===== config.mk =====
export PLATFORM = sky130hd
export DESIGN_NAME = wim_top
export DESIGN_NICKNAME = d
export VERILOG_FILES = /design/src/verilog/wim_top.v
export VERILOG_INCLUDE_DIRS = /design/src /design/src/pkg
export SDC_FILE = /design/constraint.sdc
export NUM_CORES = 1
export LEC_CHECK = 0
export ABC_AREA = 1
export BUFFER_PORTS_ARGS = -buffer_cell sky130_fd_sc_hd__buf_2
export CORE_MARGIN = 1
export CORE_UTILIZATION = 50
export CTS_BUF_LIST = sky130_fd_sc_hd__clkbuf_4
export DETAILED_ROUTE_END_ITERATION = 8
export GPL_TIMING_DRIVEN = 0
export PLACE_DENSITY_LB_ADDON = 0.12
export SYNTH_ARGS = -nofsm -noshare
export SYNTH_HDL_FRONTEND = slang
export SYNTH_SLANG_ARGS = --single-unit

===== constraint.sdc =====
create_clock -name aclk -period 3.7 [get_ports aclk]
set_input_delay 0.185 -clock aclk [delete_from_list [all_inputs] [get_ports aclk]]
set_output_delay 0.185 -clock aclk [all_outputs]
set_load 0.02 [all_outputs]

===== src/pkg/wim_defs.vh =====
// Constants, register map and field layout of the wake input monitor.
// Contract
// - Each wake pin reports an event on a rising and on a falling transition alike.
// - In normal and stop mode an accepted wake pin event raises the interrupt, not a wake-up.
// - In sleep and fail-safe mode an accepted wake pin event wakes the device up.
// - Each wake pin is sensed either statically all the time or cyclically in a timer window.
// - A crossing starts the filter interval and the event counts only if no re-crossing occurs.
// - Filter field 00 static 16 us, 01 static 64 us, 10 cyclic timer one 16 us, 11 timer two.
// - In cyclic mode the period and on-time come from the timer that the filter field selects.
// - Wake capability is enabled per wake pin by a software-written control register.
// - The pin that caused a wake is recorded in a per-pin wake source status bit.
// - The level of every wake pin is readable in a level status register, enabled or not.
// - During cyclic sensing the level status shows the last sampled level of each pin.
// - Alternate-function pins used as wake inputs use a fixed 16 us static filter and own status.
// - Pull field 00 selects no source, 01 pull-down, 10 pull-up.
// - Pull field 11 switches automatically, pull-up on a high level and pull-down on a low one.
// - Measurement enable gates wake pins one and two, drops their pulls and freezes their status.
`ifndef WIM_DEFS_VH
`define WIM_DEFS_VH

`define WIM_CLK_MHZ        125
`define WIM_FLT_SHORT_US   16
`define WIM_FLT_LONG_US    64
`define WIM_CNT_W          14

// Register byte offsets.
`define WIM_OFS_CTRL       8'h00
`define WIM_OFS_WAKE_EN    8'h04
`define WIM_OFS_PULL       8'h08
`define WIM_OFS_FILT       8'h0C
`define WIM_OFS_TMR1       8'h10
`define WIM_OFS_TMR2       8'h14
`define WIM_OFS_WSRC       8'h18
`define WIM_OFS_ALT_WSRC   8'h1C
`define WIM_OFS_LEVEL      8'h20
`define WIM_OFS_IRQ_STAT   8'h24
`define WIM_OFS_IRQ_MASK   8'h28

// Control register fields.
`define WIM_CTRL_MODE      1:0
`define WIM_CTRL_MEAS      2
`define WIM_CTRL_ALT       4:3
`define WIM_MODE_NORMAL    2'h0
`define WIM_MODE_STOP      2'h1
`define WIM_MODE_SLEEP     2'h2
`define WIM_MODE_FAILSAFE  2'h3

// Field codes of the pull and filter selects.
`define WIM_PULL_DOWN      2'h1
`define WIM_PULL_UP        2'h2
`define WIM_PULL_AUTO      2'h3
`define WIM_FLT_STATIC16   2'h0
`define WIM_FLT_STATIC64   2'h1
`define WIM_FLT_CYC_T1     2'h2
`define WIM_FLT_CYC_T2     2'h3

// Timer control fields, counted in microseconds.
`define WIM_TMR_PERIOD     15:0
`define WIM_TMR_ON         31:16

`define WIM_RESP_OKAY      2'h0
`define WIM_RESP_SLVERR    2'h2

`endif


===== src/verilog/wim_top.v =====
// Wake input monitor: filters, cyclic sense timers, pulls, status and AXI4-Lite registers.
//
// Chosen here: the AXI4-Lite slave port and the address map.
`default_nettype none
`include "wim_defs.vh"

module wim_top #(
   parameter FLT_SHORT_CYC = `WIM_FLT_SHORT_US * `WIM_CLK_MHZ,
   parameter FLT_LONG_CYC  = `WIM_FLT_LONG_US * `WIM_CLK_MHZ,
   parameter US_TICK_CYC   = `WIM_CLK_MHZ
) (
   input  wire        aclk,
   input  wire        aresetn,
   input  wire [7:0]  s_axi_awaddr,
   input  wire        s_axi_awvalid,
   output wire        s_axi_awready,
   input  wire [31:0] s_axi_wdata,
   input  wire [3:0]  s_axi_wstrb,
   input  wire        s_axi_wvalid,
   output wire        s_axi_wready,
   output reg  [1:0]  s_axi_bresp,
   output reg         s_axi_bvalid,
   input  wire        s_axi_bready,
   input  wire [7:0]  s_axi_araddr,
   input  wire        s_axi_arvalid,
   output wire        s_axi_arready,
   output reg  [31:0] s_axi_rdata,
   output reg  [1:0]  s_axi_rresp,
   output reg         s_axi_rvalid,
   input  wire        s_axi_rready,
   input  wire        wake_pin_one,
   input  wire        wake_pin_two,
   input  wire        wake_pin_three,
   input  wire [1:0]  alt_function_outputs,
   output reg  [2:0]  pull_up_en,
   output reg  [2:0]  pull_down_en,
   output reg         wake_request,
   output wire        irq
);

   ////////////////////////////////////////////////////////////////////////////////
   // Registers.

   reg  [4:0]  ctrl;
   reg  [2:0]  wake_enable_control;
   reg  [5:0]  pull_source_control;
   reg  [5:0]  filter_mode_control;
   reg  [31:0] cyclic_timer_one_control;
   reg  [31:0] cyclic_timer_two_control;
   reg  [2:0]  wake_source_status;
   reg  [1:0]  alt_wake_source_status;
   reg  [2:0]  pin_level_status;
   reg  [4:0]  irq_status;
   reg  [4:0]  irq_mask;

   wire [1:0] mode = ctrl[`WIM_CTRL_MODE];
   wire       measurement_enable = ctrl[`WIM_CTRL_MEAS];
   wire [1:0] alt_wake_cfg = ctrl[`WIM_CTRL_ALT];
   wire       active_mode = (mode == `WIM_MODE_NORMAL) || (mode == `WIM_MODE_STOP);

   ////////////////////////////////////////////////////////////////////////////////
   // Microsecond tick and the two cyclic sense timers.

   reg  [7:0]  us_cnt;
   wire        us_tick = (us_cnt == US_TICK_CYC[7:0] - 8'h01);
   reg  [15:0] tmr_cnt [0:1];
   wire [1:0]  tmr_window;

   always @(posedge aclk) begin
      if (!aresetn) begin
         us_cnt <= 8'h00;
      end else if (us_tick) begin
         us_cnt <= 8'h00;
      end else begin
         us_cnt <= us_cnt + 8'h01;
      end
   end

   genvar t;
   generate
      for (t = 0; t < 2; t = t + 1) begin : g_tmr
         wire [31:0] tcfg = (t == 0) ? cyclic_timer_one_control : cyclic_timer_two_control;
         // The window opens at the start of each period and lasts the on-time.
         assign tmr_window[t] = (tmr_cnt[t] < tcfg[`WIM_TMR_ON]);
         always @(posedge aclk) begin
            if (!aresetn) begin
               tmr_cnt[t] <= 16'h0000;
            end else if (us_tick) begin
               if (tmr_cnt[t] + 16'h0001 >= tcfg[`WIM_TMR_PERIOD]) begin
                  tmr_cnt[t] <= 16'h0000;
               end else begin
                  tmr_cnt[t] <= tmr_cnt[t] + 16'h0001;
               end
            end
         end
      end
   endgenerate

   ////////////////////////////////////////////////////////////////////////////////
   // Input channels: three wake pins, then the two alternate-function pins.

   wire [4:0] pin_in = {alt_function_outputs, wake_pin_three, wake_pin_two, wake_pin_one};
   wire [4:0] chan_lvl;
   wire [4:0] chan_evt;
   wire [4:0] chan_gated;
   wire [4:0] chan_cyclic;

   genvar i;
   generate
      for (i = 0; i < 5; i = i + 1) begin : g_chan
         reg  [2:0]             sync;
         reg                    lvl;
         reg                    evt;
         reg  [`WIM_CNT_W-1:0]  cnt;
         wire [1:0]             fsel;
         wire [`WIM_CNT_W-1:0]  limit;
         wire                   active;
         if (i < 3) begin : g_wk
            assign fsel = filter_mode_control[2*i+1:2*i];
            assign limit = (fsel == `WIM_FLT_STATIC64) ? FLT_LONG_CYC[`WIM_CNT_W-1:0] :
                           FLT_SHORT_CYC[`WIM_CNT_W-1:0];
            assign active = (fsel == `WIM_FLT_CYC_T1) ? tmr_window[0] :
                            (fsel == `WIM_FLT_CYC_T2) ? tmr_window[1] : 1'b1;
            assign chan_gated[i] = (i < 2) && measurement_enable;
         end else begin : g_alt
            assign fsel = `WIM_FLT_STATIC16;
            assign limit = FLT_SHORT_CYC[`WIM_CNT_W-1:0];
            assign active = 1'b1;
            assign chan_gated[i] = !alt_wake_cfg[i-3];
         end
         assign chan_cyclic[i] = fsel[1];
         assign chan_lvl[i] = lvl;
         assign chan_evt[i] = evt;

         always @(posedge aclk) begin
            if (!aresetn) begin
               sync <= 3'h0;
               lvl  <= 1'b0;
               evt  <= 1'b0;
               cnt  <= {`WIM_CNT_W{1'b0}};
            end else begin
               sync <= {sync[1:0], pin_in[i]};
               evt  <= 1'b0;
               // A bounce back, a gated input or a closed window restarts the interval.
               if (chan_gated[i] || !active || (sync[1] != sync[2]) || (sync[2] == lvl)) begin
                  cnt <= {`WIM_CNT_W{1'b0}};
               end else if (cnt >= limit - {{(`WIM_CNT_W-1){1'b0}}, 1'b1}) begin
                  lvl <= sync[2];
                  evt <= 1'b1;
                  cnt <= {`WIM_CNT_W{1'b0}};
               end else begin
                  cnt <= cnt + {{(`WIM_CNT_W-1){1'b0}}, 1'b1};
               end
            end
         end
      end
   endgenerate

   wire [2:0] wk_evt  = chan_evt[2:0] & wake_enable_control & ~chan_gated[2:0];
   wire [1:0] alt_evt = chan_evt[4:3] & ~chan_gated[4:3];

   ////////////////////////////////////////////////////////////////////////////////
   // Pull current sources.

   genvar p;
   generate
      for (p = 0; p < 3; p = p + 1) begin : g_pull
         wire [1:0] psel = pull_source_control[2*p+1:2*p];
         always @(posedge aclk) begin
            if (!aresetn) begin
               pull_up_en[p]   <= 1'b0;
               pull_down_en[p] <= 1'b0;
            end else if (chan_gated[p]) begin
               pull_up_en[p]   <= 1'b0;
               pull_down_en[p] <= 1'b0;
            end else begin
               pull_up_en[p]   <= (psel == `WIM_PULL_UP) ||
                                  ((psel == `WIM_PULL_AUTO) && chan_lvl[p]);
               pull_down_en[p] <= (psel == `WIM_PULL_DOWN) ||
                                  ((psel == `WIM_PULL_AUTO) && !chan_lvl[p]);
            end
         end
      end
   endgenerate

   ////////////////////////////////////////////////////////////////////////////////
   // AXI4-Lite slave. Address and data are taken in either order; one write at a time.

   reg        aw_held;
   reg        w_held;
   reg [7:0]  aw_addr;
   reg [31:0] w_data;
   reg [3:0]  w_strb;

   assign s_axi_awready = !aw_held && !s_axi_bvalid;
   assign s_axi_wready  = !w_held && !s_axi_bvalid;
   assign s_axi_arready = !s_axi_rvalid;

   wire        wr_go   = aw_held && w_held && !s_axi_bvalid;
   wire [31:0] wmask   = {{8{w_strb[3]}}, {8{w_strb[2]}}, {8{w_strb[1]}}, {8{w_strb[0]}}};
   wire [31:0] wbits   = w_data & wmask;
   wire        wr_ctrl = wr_go && (aw_addr == `WIM_OFS_CTRL);
   wire        wr_en   = wr_go && (aw_addr == `WIM_OFS_WAKE_EN);
   wire        wr_pull = wr_go && (aw_addr == `WIM_OFS_PULL);
   wire        wr_filt = wr_go && (aw_addr == `WIM_OFS_FILT);
   wire        wr_t1   = wr_go && (aw_addr == `WIM_OFS_TMR1);
   wire        wr_t2   = wr_go && (aw_addr == `WIM_OFS_TMR2);
   wire        wr_wsrc = wr_go && (aw_addr == `WIM_OFS_WSRC);
   wire        wr_asrc = wr_go && (aw_addr == `WIM_OFS_ALT_WSRC);
   wire        wr_istat = wr_go && (aw_addr == `WIM_OFS_IRQ_STAT);
   wire        wr_imask = wr_go && (aw_addr == `WIM_OFS_IRQ_MASK);
   wire        wr_hit  = wr_ctrl || wr_en || wr_pull || wr_filt || wr_t1 || wr_t2 ||
                         wr_wsrc || wr_asrc || wr_istat || wr_imask ||
                         (aw_addr == `WIM_OFS_LEVEL);

   always @(posedge aclk) begin
      if (!aresetn) begin
         aw_held      <= 1'b0;
         w_held       <= 1'b0;
         aw_addr      <= 8'h00;
         w_data       <= 32'h00000000;
         w_strb       <= 4'h0;
         s_axi_bvalid <= 1'b0;
         s_axi_bresp  <= `WIM_RESP_OKAY;
      end else begin
         if (s_axi_awvalid && s_axi_awready) begin
            aw_held <= 1'b1;
            aw_addr <= {s_axi_awaddr[7:2], 2'h0};
         end
         if (s_axi_wvalid && s_axi_wready) begin
            w_held <= 1'b1;
            w_data <= s_axi_wdata;
            w_strb <= s_axi_wstrb;
         end
         if (wr_go) begin
            aw_held      <= 1'b0;
            w_held       <= 1'b0;
            s_axi_bvalid <= 1'b1;
            s_axi_bresp  <= wr_hit ? `WIM_RESP_OKAY : `WIM_RESP_SLVERR;
         end else if (s_axi_bvalid && s_axi_bready) begin
            s_axi_bvalid <= 1'b0;
         end
      end
   end

   // Plain read-write registers, merged per byte lane.
   always @(posedge aclk) begin
      if (!aresetn) begin
         ctrl                     <= 5'h00;
         wake_enable_control      <= 3'h0;
         pull_source_control      <= 6'h00;
         filter_mode_control      <= 6'h00;
         cyclic_timer_one_control <= 32'h00000000;
         cyclic_timer_two_control <= 32'h00000000;
         irq_mask                 <= 5'h00;
      end else begin
         if (wr_ctrl) begin
            ctrl <= (ctrl & ~wmask[4:0]) | wbits[4:0];
         end
         if (wr_en) begin
            wake_enable_control <= (wake_enable_control & ~wmask[2:0]) | wbits[2:0];
         end
         if (wr_pull) begin
            pull_source_control <= (pull_source_control & ~wmask[5:0]) | wbits[5:0];
         end
         if (wr_filt) begin
            filter_mode_control <= (filter_mode_control & ~wmask[5:0]) | wbits[5:0];
         end
         if (wr_t1) begin
            cyclic_timer_one_control <= (cyclic_timer_one_control & ~wmask) | wbits;
         end
         if (wr_t2) begin
            cyclic_timer_two_control <= (cyclic_timer_two_control & ~wmask) | wbits;
         end
         if (wr_imask) begin
            irq_mask <= (irq_mask & ~wmask[4:0]) | wbits[4:0];
         end
      end
   end

   ////////////////////////////////////////////////////////////////////////////////
   // Status, level and wake signalling. A new event wins over a clear in the same cycle.

   wire [4:0] evt_all = {alt_evt, wk_evt};
   wire [2:0] wsrc_clr = wr_wsrc ? wbits[2:0] : 3'h0;
   wire [1:0] asrc_clr = wr_asrc ? wbits[1:0] : 2'h0;
   wire [4:0] istat_clr = wr_istat ? wbits[4:0] : 5'h00;
   reg  [2:0] next_level;
   integer    k;

   always @* begin
      next_level = pin_level_status;
      for (k = 0; k < 3; k = k + 1) begin
         // Static sensing follows the pin; cyclic sensing keeps the last sampled level.
         if (!chan_gated[k] && (!chan_cyclic[k] || chan_lvl[k] != pin_level_status[k])) begin
            next_level[k] = chan_lvl[k];
         end
      end
   end

   always @(posedge aclk) begin
      if (!aresetn) begin
         wake_source_status     <= 3'h0;
         alt_wake_source_status <= 2'h0;
         pin_level_status       <= 3'h0;
         irq_status             <= 5'h00;
         wake_request           <= 1'b0;
      end else begin
         wake_source_status     <= (wake_source_status & ~wsrc_clr) | wk_evt;
         alt_wake_source_status <= (alt_wake_source_status & ~asrc_clr) | alt_evt;
         pin_level_status       <= next_level;
         irq_status <= (irq_status & ~istat_clr) | (active_mode ? evt_all : 5'h00);
         wake_request <= !active_mode && (evt_all != 5'h00);
      end
   end

   assign irq = |(irq_status & irq_mask);

   ////////////////////////////////////////////////////////////////////////////////
   // Read channel.

   reg [31:0] rd_mux;
   reg        rd_hit;

   always @* begin
      rd_hit = 1'b1;
      case ({s_axi_araddr[7:2], 2'h0})
         `WIM_OFS_CTRL:      rd_mux = {27'h0, ctrl};
         `WIM_OFS_WAKE_EN:   rd_mux = {29'h0, wake_enable_control};
         `WIM_OFS_PULL:      rd_mux = {26'h0, pull_source_control};
         `WIM_OFS_FILT:      rd_mux = {26'h0, filter_mode_control};
         `WIM_OFS_TMR1:      rd_mux = cyclic_timer_one_control;
         `WIM_OFS_TMR2:      rd_mux = cyclic_timer_two_control;
         `WIM_OFS_WSRC:      rd_mux = {29'h0, wake_source_status};
         `WIM_OFS_ALT_WSRC:  rd_mux = {30'h0, alt_wake_source_status};
         `WIM_OFS_LEVEL:     rd_mux = {29'h0, pin_level_status};
         `WIM_OFS_IRQ_STAT:  rd_mux = {27'h0, irq_status};
         `WIM_OFS_IRQ_MASK:  rd_mux = {27'h0, irq_mask};
         default: begin
            rd_mux = 32'h00000000;
            rd_hit = 1'b0;
         end
      endcase
   end

   always @(posedge aclk) begin
      if (!aresetn) begin
         s_axi_rvalid <= 1'b0;
         s_axi_rdata  <= 32'h00000000;
         s_axi_rresp  <= `WIM_RESP_OKAY;
      end else if (s_axi_arvalid && s_axi_arready) begin
         s_axi_rvalid <= 1'b1;
         s_axi_rdata  <= rd_mux;
         s_axi_rresp  <= rd_hit ? `WIM_RESP_OKAY : `WIM_RESP_SLVERR;
      end else if (s_axi_rvalid && s_axi_rready) begin
         s_axi_rvalid <= 1'b0;
      end
   end

endmodule // wim_top
`default_nettype wire

==> key figures <==
Power and ir drop
  • Pwr Density: 423 mW/mm²
  • Post-route total power: between 7 and 8 mW
  • Pleak: about 7.5 nW
  • Max VDD drop: around 0.00032 V

Synthesis
  • XOR/XNOR Fraction of Synth Area: around 3.4%
  • Async set-reset flop share out of synthesis: 0%
  • Post-Syn Area: 0.0152 mm²
  • Yosys cell types: 48
  • Post-synthesis adder-cell area fraction: 7.34%
  • Top FF cell, synth: dfxtp_1
  • Syn_area_per_cell: 7.77 µm²
  • Main combinational cell family by area after synthesis: simple AND/OR/NAND/NOR gates
  • Yosys top cell by area: dfxtp_1
  • FF+latch count, synth: roughly 320
  • Synth warn: 0
  • Cell count after synthesis: 1952
  • Top-area cell type share of the netlist area: approximately two fifths
  • Compound-cell area share of the yosys netlist: roughly 16%
  • EDFF count, synth: 32
  • Post-synthesis mux area share: 0%
  • Register area share after synthesis: approximately 45%
  • Simple-gate share of the synthesized area: 19.4%
  • Area contributors post-synth: dfxtp_1 39%, ha_1 7.3%, inv_1 7.1%

Global routing
  • Total track usage: approximately 28%
  • Antenna violations before repair: 1
  • Largest net degree at the start of global routing: 33
  • First-pass GRT wire length: 67.6 mm
  • Grt ovf: 0
  • Number of global-route vias before repair: ~13000

Setup path
  • Worst R2R End: tmr_cnt[1][5]
  • Critical Path RT: 4330 ps
  • CP arrival: ~4100 ps
  • R2R cell count: 14
  • Worst Setup EP: tmr_cnt[1][5]
  • Critical Path End Type: flip-flop
  • Crit path from: tmr_cnt[1][2]
  • R2r setup slk: 290 ps
  • Crit path launch type: flip-flop
  • Crit Path Class: reg2reg
  • Worst r2r src: tmr_cnt[1][2]
  • CP Max Fanout: 10

Clock network
  • Clock Sinks: 324
  • Clock Path Buffers: 3
  • Worst-Skew Late Latency: between 700 and 800 ps
  • H-tree level count: 3
  • CTS root buffer: clkbuf_4
  • CTS tree: done
  • CTS Buf Count: 89
  • CTS clk-pin slew, worst paths: about 80 ps

Timing
  • Setup TNS: 0 ps
  • Fmax: around 290 MHz
  • Min cycle time layout: 3410 ps
  • Final Hold Fails: 0
  • Clk_skew: between 50 and 60 ps
  • Slew @ Worst Pin: ~890 ps
  • Slew margin rel.: 41.0%
  • Final Cycle Share: between 90% and 100%
  • Slew Limit Fails: 0
  • # setup viols final: 0
  • Final Worst Setup Slack: roughly 290 ps

Final layout
  • Fill cells: around 2700
  • Final Cell Area: around 0.018 mm²
  • Fin nets: 2372
  • Most common cell after layout, fill and taps aside: dfxtp_1
  • Fraction of layout cells with a size suffix above 1: between 10% and 20%
  • Area Growth Syn to Fin: 18.8%
  • Final core utilization: 60.6%
  • Most frequent cells in the layout: 292 x dfxtp_1, 287 x inv_1, 284 x nand2_1

Die
  • Core area: between 0.02 and 0.03 mm²
  • I/O pin total: between 100 and 150
  • Die ar.: 0.0310 mm²
  • Cell row count: 63
  • Die Span Y: around 180 µm
  • Die outline width: around 180 µm
  • Initial Util: just over 50%

Placed design
  • PortBufs: about 110
  • GP Congestion: 0.957
  • Pre-CTS setup slack: approximately 110 ps
  • DP Wirelength: approximately 32 mm
  • Cell Area, Placed: roughly 0.016 mm²

Drt
  • Pre-antenna DRT Iters: 6
  • WL final: around 43 mm
  • DRC: 0
  • WL/cell: 16.0 µm
  • 1st-iter DRT viols: roughly 1000
  • Via count: around 14000
  • Vias per cell: 5.24
  • Antenna Violating Nets Remaining: 0

Hold path
  • Worst min path class: in2reg

Flow run
  • Max-Cap Viols: 0

Run status
  • Status: completed
==> power breakdown <==
part           leakage, nW  switching, mW  internal (mW)  total [mW]
sequential            2.67         0.0894           3.63        3.72
clock                0.700           1.54           1.78        3.32
combinational         4.09          0.371          0.208       0.579
total                 7.46           2.01           5.61        7.62
==> logic make-up after synthesis <==
logic type               count (synthesis)
AO/OA/AOI/OAI                          446
XOR/XNOR                                59
adder cells (fa/ha/maj)                 89
buffers and inverters                  354
flip-flops                             324
AND/OR/NAND/NOR                        679
other                                    1
==> worst min-delay path by stage <==
stage / startpoint / to / slack (ps) / depth (start not counted)
floorplan: wake_pin_one / g_chan[0].sync[0] / 280 / 2
global placement: wake_pin_one / g_chan[0].sync[0] / 370 / 3
detailed placement: wake_pin_one / g_chan[0].sync[0] / 370 / 3
CTS: s_axi_awvalid / aw_addr[2] / 2 / 4
global route: s_axi_wvalid / w_strb[2] / 80 / 4
finish: s_axi_wvalid / w_data[9] / 60 / 4
==> worst max-delay path, cell delays in order (launching register included) <==
cell      delay, ps
edfxtp_1        460
nand3_1         180
nor3b_2         310
nand3_1         210
nor4_1          260
xnor2_1         230
inv_1            90
ha_1            320
a21oi_1         160
o21ai_0         110
a21oi_1         130
a21boi_0        190
nand4_1         240
buf_2           270
nor2_1          110
==> repair_timing <==
| item | CTS | global route |
|---|---|---|
| setup buffers | 0 | 5 |
| endpoints found under the hold margin | 52 | 1 |
| gates resized for setup | 0 | 3 |
| hold buffers | 56 | 1 |
| setup endpoints to repair | 0 | 10 |
==> layer usage <==
layer	vias up	part of all wire [%]	wire length [µm]	GRT usage [%]
li1	7030	-	-	-
met1	6406	44	18800	35.2
met2	501	46	19800	46.7
met3	106	6.7	2890	5.32
met4	0	3.6	1550	13.0
met5	-	0	0	0
==> through the flow <==
step	instances	hold slack (ps)
5_1_grt	2681	79.1
4_1_cts	2674	2.32
3_5_place_dp	2456	370
3_3_place_gp	2455	366
2_1_floorplan	1959	283
6_report	2681	57.0
==> final cells by class <==
cell class / count / area [µm²] / share of cell area (%)
repair buffers: 169 / 1160 / 6.43
clock inverters: 30 / 178 / 0.986
inverters: 291 / 1090 / 6.06
multi-input cells: 1281 / 7020 / 38.9
well taps: 390 / 488 / 2.71
plain buffers: 63 / 288 / 1.60
flip-flops and latches: 324 / 6810 / 37.8
diodes: 1 / 2.50 / 0.0139
clock buffers: 132 / 991 / 5.50
==> Yosys cell counts (2+ instances only) <==
cell / number
nor3b_1: 2
a31o_2: 2
a31oi_1: 5
dfxtp_1: 292
nor3_1: 36
or2_2: 9
xnor2_1: 15
xor2_1: 44
nor2_1: 231
clkbuf_1: 38
buf_4: 3
ha_1: 89
inv_2: 3
nand3_1: 60
a211o_1: 3
nor3_2: 6
inv_1: 287
nand4_1: 34
o21ai_1: 2
buf_1: 6
nand2_1: 285
o211ai_1: 5
o21ai_0: 145
nor4_2: 2
o21a_1: 4
o22ai_1: 39
nor4_1: 2
buf_2: 13
edfxtp_1: 32
nor2_2: 3
a211oi_1: 24
nor4_4: 3
buf_6: 3
a21oi_1: 211
Power figures use the tool's default switching activity.
